`src/design/ldo2_pkg.sv`:
```
// shared types and constants for the regulator enable and fault control block
package ldo2_pkg;

    // register bus geometry
    localparam int ADDR_W = 8;
    localparam int DATA_W = 8;

    // register offsets
    localparam logic [ADDR_W-1:0] OFS_CTRL   = 8'h00;
    localparam logic [ADDR_W-1:0] OFS_VOLT   = 8'h01;
    localparam logic [ADDR_W-1:0] OFS_STATUS = 8'h02;
    localparam logic [ADDR_W-1:0] OFS_MASK   = 8'h03;
    localparam logic [ADDR_W-1:0] OFS_STATE  = 8'h04;

    // voltage code and set-point decode, in millivolts
    localparam int CODE_W       = 4;
    localparam int MV_W         = 12;
    localparam int VOLT_BASE_MV = 1800;
    localparam int VOLT_STEP_MV = 100;

    // device power state, driven by the surrounding state machine
    typedef enum logic [1:0] {
        PS_RUN,
        PS_STANDBY,
        PS_SLEEP
    } power_state_t;

    // control register layout, lsb first is reg_enable
    typedef struct packed {
        logic short_protect_enable;
        logic low_power_select;
        logic sleep_keep_on;
        logic standby_keep_on;
        logic reg_enable;
    } ctrl_t;

    localparam int    CTRL_W     = $bits(ctrl_t);
    localparam ctrl_t CTRL_RESET = ctrl_t'(5'h00);

    // status and mask layout: one event bit
    localparam int IRQ_BIT_OC = 0;

    // regulator drive bundle toward the analog side
    typedef struct packed {
        logic reg_on;
        logic low_power_mode;
        logic discharge_on;
    } drive_t;

    localparam drive_t DRIVE_RESET = drive_t'(3'h1);

endpackage

```
`src/design/pin_sync.sv`:
```
// three-flop input synchroniser with agreement filter
`timescale 1ns/10ps
module pin_sync #(
    parameter int WIDTH = 1
) (
    input  wire logic             ref_clk,
    input  wire logic             rst,
    input  wire logic             ce,
    input  wire logic [WIDTH-1:0] pin_in,
    output logic      [WIDTH-1:0] level
);

    // a zero-width synchroniser has nothing to carry
    if (WIDTH < 1) begin : g_bad_width
        $error("pin_sync: WIDTH must be at least 1");
    end

    logic [WIDTH-1:0] s1;
    logic [WIDTH-1:0] s2;
    logic [WIDTH-1:0] s3;

    // the first stage feeds only the second, never any logic
    always_ff @(posedge ref_clk or posedge rst) begin
        if (rst) begin
            s1    <= '0;
            s2    <= '0;
            s3    <= '0;
            level <= '0;
        end else if (ce) begin
            s1 <= pin_in;
            s2 <= s1;
            s3 <= s2;
            for (int i = 0; i < WIDTH; i++) begin
                if (s2[i] == s3[i]) begin
                    level[i] <= s3[i];
                end
            end
        end
    end

endmodule // pin_sync

```
`src/design/voltage_decode.sv`:
```
// linear decode of the voltage code into a millivolt set-point
`timescale 1ns/10ps
module voltage_decode #(
    parameter int CODE_W = ldo2_pkg::CODE_W,
    parameter int MV_W   = ldo2_pkg::MV_W
) (
    input  wire logic              ref_clk,
    input  wire logic              rst,
    input  wire logic              ce,
    input  wire logic [CODE_W-1:0] voltage_code,
    output logic      [MV_W-1:0]   setpoint_mv
);

    localparam int TOP_MV = ldo2_pkg::VOLT_BASE_MV + ldo2_pkg::VOLT_STEP_MV * ((1 << CODE_W) - 1);

    // refuse a result width that cannot hold the top set-point
    if (TOP_MV >= (1 << MV_W)) begin : g_bad_width
        $error("voltage_decode: MV_W too small for the code range");
    end

    wire logic [MV_W-1:0] next_setpoint_mv;

    assign next_setpoint_mv = MV_W'(ldo2_pkg::VOLT_BASE_MV + ldo2_pkg::VOLT_STEP_MV * int'(voltage_code));

    always_ff @(posedge ref_clk or posedge rst) begin
        if (rst) begin
            setpoint_mv <= MV_W'(ldo2_pkg::VOLT_BASE_MV);
        end else if (ce) begin
            setpoint_mv <= next_setpoint_mv;
        end
    end
endmodule // voltage_decode

```
`src/design/ldo2_enable_fault_control.sv`:
```
// enable, low-power, discharge and overcurrent fault control of the 400 mA regulator
`timescale 1ns/10ps
// Operation
// - in run, output follows the enable bit, other bits ignored
// - standby needs enable and standby bit; sleep needs enable and sleep bit
// - low-power mode only when on in standby or sleep with low-power bit
// - voltage code maps linearly, 1.80 V at zero, 0.10 V per step
// - discharge pull-down on when disabled or processor reset output low
// - overcurrent with protection set clears enable and raises fault flag
// - without protection overcurrent keeps regulator on; protection resets to zero
// - fault flag raised on every overload regardless of protection
// - mask bit keeps fault flag off the interrupt output
module ldo2_enable_fault_control (
    input  wire logic                          ref_clk,
    input  wire logic                          rst,
    input  wire logic                          ce,
    input  wire logic [ldo2_pkg::ADDR_W-1:0]   addr,
    input  wire logic [ldo2_pkg::DATA_W-1:0]   wdata,
    input  wire logic                          wr,
    input  wire logic                          rd,
    output logic      [ldo2_pkg::DATA_W-1:0]   rdata,
    input  wire ldo2_pkg::power_state_t        power_state,
    input  wire logic                          processor_reset_out_n,
    input  wire logic                          overcurrent_pin,
    output ldo2_pkg::drive_t                   drive,
    output logic      [ldo2_pkg::CODE_W-1:0]   voltage_code,
    output logic      [ldo2_pkg::MV_W-1:0]     setpoint_mv,
    output logic                               irq
);

    ldo2_pkg::ctrl_t             ctrl;
    logic                        overcurrent_irq;
    logic                        overcurrent_irq_mask;
    logic                        oc_level;
    logic                        oc_prev;
    logic [ldo2_pkg::DATA_W-1:0] next_rdata;
    ldo2_pkg::drive_t            next_drive;

    // comparator output is asynchronous to ref_clk
    pin_sync #(
        .WIDTH (1)
    ) u_oc_sync (
        .ref_clk (ref_clk),
        .rst     (rst),
        .ce      (ce),
        .pin_in  (overcurrent_pin),
        .level   (oc_level)
    );

    voltage_decode #(
        .CODE_W (ldo2_pkg::CODE_W),
        .MV_W   (ldo2_pkg::MV_W)
    ) u_vdec (
        .ref_clk      (ref_clk),
        .rst          (rst),
        .ce           (ce),
        .voltage_code (voltage_code),
        .setpoint_mv  (setpoint_mv)
    );

    // address decode
    wire logic sel_ctrl   = addr == ldo2_pkg::OFS_CTRL;
    wire logic sel_volt   = addr == ldo2_pkg::OFS_VOLT;
    wire logic sel_status = addr == ldo2_pkg::OFS_STATUS;
    wire logic sel_mask   = addr == ldo2_pkg::OFS_MASK;
    wire logic sel_state  = addr == ldo2_pkg::OFS_STATE;

    wire logic wr_ctrl    = wr && sel_ctrl;
    wire logic wr_volt    = wr && sel_volt;
    wire logic wr_mask    = wr && sel_mask;
    wire logic clr_oc     = wr && sel_status && wdata[ldo2_pkg::IRQ_BIT_OC];

    // one event per overload, counted at the rising edge of the filtered level
    wire logic oc_event   = oc_level && !oc_prev;

    // protection trips the enable in the event cycle itself
    wire logic trip       = oc_event && ctrl.short_protect_enable;

    // fault trip beats a software write of the enable bit in the same cycle
    wire ldo2_pkg::ctrl_t wctrl = ldo2_pkg::ctrl_t'(wdata[ldo2_pkg::CTRL_W-1:0]);
    wire logic next_enable = trip ? 1'b0 : (wr_ctrl ? wctrl.reg_enable : ctrl.reg_enable);

    logic want_on;
    logic lp_allowed;
    always_comb begin
        want_on    = 1'b0;
        lp_allowed = 1'b0;
        unique case (power_state)
            ldo2_pkg::PS_RUN: begin
                want_on = ctrl.reg_enable;
            end
            ldo2_pkg::PS_STANDBY: begin
                want_on    = ctrl.reg_enable && ctrl.standby_keep_on;
                lp_allowed = 1'b1;
            end
            ldo2_pkg::PS_SLEEP: begin
                want_on    = ctrl.reg_enable && ctrl.sleep_keep_on;
                lp_allowed = 1'b1;
            end
            default: begin
                want_on    = 1'b0;
                lp_allowed = 1'b0;
            end
        endcase
    end

    // a trip turns the output off without waiting for the enable register
    assign next_drive.reg_on = want_on && !trip;
    assign next_drive.low_power_mode = next_drive.reg_on && lp_allowed && ctrl.low_power_select;
    // pull-down while off or processor held in reset
    assign next_drive.discharge_on = !next_drive.reg_on || !processor_reset_out_n;

    // mask gates the sticky flag onto the line
    assign irq = overcurrent_irq && !overcurrent_irq_mask;

    // read mux, unmapped offsets read zero
    always_comb begin
        next_rdata = '0;
        if (rd) begin
            if (sel_ctrl) begin
                next_rdata[ldo2_pkg::CTRL_W-1:0] = ctrl;
            end else if (sel_volt) begin
                next_rdata[ldo2_pkg::CODE_W-1:0] = voltage_code;
            end else if (sel_status) begin
                next_rdata[ldo2_pkg::IRQ_BIT_OC] = overcurrent_irq;
            end else if (sel_mask) begin
                next_rdata[ldo2_pkg::IRQ_BIT_OC] = overcurrent_irq_mask;
            end else if (sel_state) begin
                next_rdata[$bits(ldo2_pkg::drive_t)-1:0] = drive;
                next_rdata[$bits(ldo2_pkg::drive_t)]     = oc_level;
            end
        end
    end

    // control register; protection bit resets clear
    always_ff @(posedge ref_clk or posedge rst) begin
        if (rst) begin
            ctrl <= ldo2_pkg::CTRL_RESET;
        end else if (ce) begin
            if (wr_ctrl) begin
                ctrl <= wctrl;
            end
            ctrl.reg_enable <= next_enable;
        end
    end

    // voltage code and mask
    always_ff @(posedge ref_clk or posedge rst) begin
        if (rst) begin
            voltage_code         <= '0;
            overcurrent_irq_mask <= 1'b0;
        end else if (ce) begin
            if (wr_volt) begin
                voltage_code <= wdata[ldo2_pkg::CODE_W-1:0];
            end
            if (wr_mask) begin
                overcurrent_irq_mask <= wdata[ldo2_pkg::IRQ_BIT_OC];
            end
        end
    end

    // sticky fault flag, set wins over write-one-clear
    always_ff @(posedge ref_clk or posedge rst) begin
        if (rst) begin
            overcurrent_irq <= 1'b0;
            oc_prev         <= 1'b0;
        end else if (ce) begin
            oc_prev         <= oc_level;
            overcurrent_irq <= oc_event || (overcurrent_irq && !clr_oc);
        end
    end

    // drive outputs and read data are registered
    always_ff @(posedge ref_clk or posedge rst) begin
        if (rst) begin
            drive <= ldo2_pkg::DRIVE_RESET;
            rdata <= '0;
        end else if (ce) begin
            drive <= next_drive;
            rdata <= next_rdata;
        end
    end
endmodule // ldo2_enable_fault_control

```
`config.mk`:
```
export PLATFORM = sky130hd
export DESIGN_NAME = ldo2_enable_fault_control
export DESIGN_NICKNAME = d
export VERILOG_FILES = /design/src/design/ldo2_pkg.sv /design/src/design/pin_sync.sv /design/src/design/voltage_decode.sv /design/src/design/ldo2_enable_fault_control.sv
export SDC_FILE = /design/constraint.sdc
export NUM_CORES = 1
export LEC_CHECK = 0
export BUFFER_PORTS_ARGS = -buffer_cell sky130_fd_sc_hd__buf_4
export CAP_MARGIN = 20
export CELL_PAD_IN_SITES_DETAIL_PLACEMENT = 1
export CELL_PAD_IN_SITES_GLOBAL_PLACEMENT = 1
export CORE_UTILIZATION = 36
export CTS_CLUSTER_SIZE = 24
export DETAILED_ROUTE_END_ITERATION = 7
export PLACE_DENSITY_LB_ADDON = 0.1
export SKIP_CTS_REPAIR_TIMING = 1
export SYNTH_ARGS = -nofsm -noshare
export SYNTH_HDL_FRONTEND = slang
export SYNTH_HIERARCHICAL = 1
export SYNTH_SLANG_ARGS = --single-unit
```
`constraint.sdc`:
```
create_clock -name ref_clk -period 2.31 [get_ports ref_clk]
set_input_delay 0.231 -clock ref_clk [delete_from_list [all_inputs] [get_ports ref_clk]]
set_output_delay 0.231 -clock ref_clk [all_outputs]
set_load 0.1 [all_outputs]
```
==> flow_metrics.tcl <==
set metrics [dict create \
    finalWeightedCongestion 0.775 \
    post-place-cells 288 \
    fp.dieArea_um2 5760 \
    worst_hold_path_cells 2 \
    static-leakage-power_nw 1.23 \
    criticalPathCategory "reg -> reg" \
    synth_ff_type "sky130_fd_sc_hd__dfrtp_1" \
    num_antenna_cells 0 \
    hold_path_end "drive[0]$_DFFE_PP1P_" \
    critPathMaxFanout 5 \
    area_growth_syn_to_layout_pct 29.2 \
    grt_antenna_before_repair 0 \
    groute.usage.overall 0.178 \
    seq_area_um2 872 \
    globalRouteOverflowTotal 0 \
    internal_portion_of_total_power_mw 1.06 \
    power_switching_mw 0.478 \
    holdCritPathClass "in -> reg" \
    reg2reg_from "voltage_code[0]$_DFFE_PP0P_" \
    die_y_um 75.9 \
    cts_root_buf "sky130_fd_sc_hd__clkbuf_8" \
    cts_max_path_buffers 2 \
    setup.worst_path.start_class "flip-flop" \
    tritoncts "yes" \
    power_frac_comb 0.219 \
    drv.max_cap_violation_count 0 \
    ff2ff_setup_slack_ps 70 \
    finalCriticalPeriod_ps 2240 \
    fin_ws_ps 72.4 \
    yosys-top-cells-area "sky130_fd_sc_hd__dfrtp_1 37%, sky130_fd_sc_hd__mux2_2 8.6%, sky130_fd_sc_hd__ha_1 7.6%, sky130_fd_sc_hd__dfstp_2 6.7%, sky130_fd_sc_hd__buf_4 2.7%" \
    synthDistinctLibCells 44 \
    report.power.total_mw 1.53 \
    post_layout_nonfiller_instances 299 \
    multi_input_gate_area_in_the_final_layout_um2 1080 \
    worst-slew-pin-transition_ps 778 \
    share_clk_of_total_power 0.345 \
    finalNetCount 266 \
    detail_route.wirelength_um 4540 \
    synth_area_per_cell_um2 10.8 \
    hpwlAfterDp_um 3590 \
    cts_made_buffers 5 \
    grt_max_degree 35 \
    hold_viol_final 0 \
    setup_viol 0 \
    synth_warnings 6 \
    cts_sinks 34 \
    fin_worst_hold_slack_ps 69.9 \
    worst_slew_margin_rel 0.481 \
    power_density_nw_per_um2 605 \
    vias 1487 \
    first_pass_iters 4 \
    seq_power_share 0.436 \
    htree_levels 2 \
    dpl_cell_area_um2 2380 \
    worst_ir_drop_vdd_mv 0.242 \
    wire_per_inst_um 15.2 \
    initial_core_util 0.380 \
    synth_top_area_cell "sky130_fd_sc_hd__dfrtp_1" \
    ys_ff_latch 34 \
    post_synth_most_frequent_cells "29 x sky130_fd_sc_hd__dfrtp_1, 15 x sky130_fd_sc_hd__mux2_2, 13 x sky130_fd_sc_hd__nor2_1" \
    vias_per_cell 4.97 \
    worst_ep_required_time_ps 2520 \
    run_status "completed" \
    synth_top_area_share 0.369 \
    synth.most_common_cell "sky130_fd_sc_hd__dfrtp_1" \
    asyncSetResetFlopFracSynth 1.00 \
    max_clock_freq_mhz 447 \
    drt_first_iter_violations 65 \
    placement.setup.worst_slack_ps 39.1 \
    coreArea_um2 5170 \
    cp.arrival_ps 2450 \
    min-delay-start "processor_reset_out_n" \
    clock_skew_ps 6.75 \
    numPortBuffers 44 \
    fill_cells 570 \
    first_pass_grt_wire_length_um 7470 \
    post_synth_instance_area_um2 1960 \
    vias_in_the_first_global_route 1543 \
    detail-route-antenna-nets 0 \
    clkTransAtPathRegs_ps 70 \
    rows 26 \
    worstSetupEndpointType "flip-flop" \
    timing.reg2reg.worst_path_depth 7 \
    postLayoutCellArea_um2 2540 \
    post_synth_edffs 0 \
    pin_count 53 \
    synth.yosys.seq_area_share 0.436 \
    insertion_delay_ps 280 \
    reg2reg_to "u_vdec/setpoint_mv[9]$_DFFE_PP1P_" \
    finalMaxSlewViolations 0 \
    die_width_um 75.9 \
    drive_gt1_frac 0.419 \
    synthCells 182 \
    drc_errors 0 \
    swShare 0.312 \
    period_share 0.969 \
]
final cells by class:
| type | count | share of cell area |
|---|---|---|
| Sequential cell | 34 | 0.344 |
| Clock buffer | 5 | 0.0271 |
| Inverter | 10 | 0.0148 |
| Tap cell | 70 | 0.0345 |
| Timing Repair Buffer | 47 | 0.140 |
| Multi-Input combinational cell | 130 | 0.424 |
| Clock inverter | 3 | 0.0158 |
metrics by stage:
step / TNS [ps] / util
after floorplan: -23.2 / -
after global placement: 0 / 0.460
after detailed placement: 0 / 0.460
after CTS: 0 / 0.481
after global routing: -1.88 / 0.491
final: 0 / 0.491
sequential cells by signal, indices dropped and copies added (netlist names):
register,count
u_vdec/setpoint_mv,10
ctrl,5
rdata,5
voltage_code,4
drive,3
oc_prev,1
overcurrent_irq,1
overcurrent_irq_mask,1
u_oc_sync/level,1
u_oc_sync/s1,1
u_oc_sync/s2,1
u_oc_sync/s3,1
cell families (layout without fill, tap and decap cells):
kind of cell / Yosys count / after routing / synth area share
other: 2 / 5 / 0.00382
AO/OA/AOI/OAI: 32 / 32 / 0.114
buffers and inverters: 21 / 65 / 0.0541
multiplexers: 22 / 22 / 0.125
AND/OR/NAND/NOR: 51 / 51 / 0.149
adder cells (fa/ha/maj): 13 / 13 / 0.0866
XOR/XNOR: 7 / 7 / 0.0312
flip-flops: 34 / 34 / 0.436
layer usage:
layer  up-vias  GRT usage  wire [µm]
met3        10     0.0423        250
li1        713          -          -
met4         0     0.0638         77
met5         -          0          0
met1       720      0.223       1990
met2        44      0.300       2220
worst max-delay path, stage by stage (launching register included):
cell                      delay, ps
sky130_fd_sc_hd__dfrtp_4        510
sky130_fd_sc_hd__ha_4           260
sky130_fd_sc_hd__ha_4           160
sky130_fd_sc_hd__fa_2           380
sky130_fd_sc_hd__xor2_4         180
sky130_fd_sc_hd__a41o_1         230
sky130_fd_sc_hd__xor2_1         170
sky130_fd_sc_hd__mux2_4         270
power by group through the flow:
stage               clock network, mW  registers, mW  logic [mW]
floorplan                           0          0.766       0.162
global placement                    0          0.676       0.323
detailed placement                  0          0.680       0.331
CTS                             0.547          0.668       0.333
global route                    0.571          0.673       0.362
finish                          0.529          0.669       0.336
layout by cell type (no fill, tap or decap), types with 5 or more instances in the layout:
cell                       netlist  final
sky130_fd_sc_hd__buf_4           7     46
sky130_fd_sc_hd__nand3_1         5      5
sky130_fd_sc_hd__nand2_1        12     12
sky130_fd_sc_hd__ha_1           12      7
sky130_fd_sc_hd__nor2_1         13     13
sky130_fd_sc_hd__o21ai_0         7      7
sky130_fd_sc_hd__clkbuf_8        0      5
sky130_fd_sc_hd__mux2i_1         5      5
sky130_fd_sc_hd__nor2b_1         6      6
sky130_fd_sc_hd__conb_1          2      5
sky130_fd_sc_hd__a21oi_1         8      8
sky130_fd_sc_hd__inv_1          10     10
sky130_fd_sc_hd__mux2_2         15     15
sky130_fd_sc_hd__dfrtp_1        29     25
sky130_fd_sc_hd__dfstp_2         5      5
worst max-delay path by stage:
stage                                           start                                 to  slack (ps)  cells past startpoint
final                     voltage_code[0]$_DFFE_PP0P_  u_vdec/setpoint_mv[9]$_DFFE_PP1P_          70                      7
after global routing      voltage_code[0]$_DFFE_PP0P_  u_vdec/setpoint_mv[9]$_DFFE_PP1P_          -2                      7
after CTS                 voltage_code[1]$_DFFE_PP0P_  u_vdec/setpoint_mv[9]$_DFFE_PP1P_          20                      6
after detailed placement  voltage_code[1]$_DFFE_PP0P_  u_vdec/setpoint_mv[9]$_DFFE_PP1P_          40                      6
after global placement    voltage_code[1]$_DFFE_PP0P_  u_vdec/setpoint_mv[9]$_DFFE_PP1P_          90                      7
after floorplan           voltage_code[1]$_DFFE_PP0P_  u_vdec/setpoint_mv[9]$_DFFE_PP1P_         -20                      7
No activity file was read; power rests on OpenSTA's default activity.
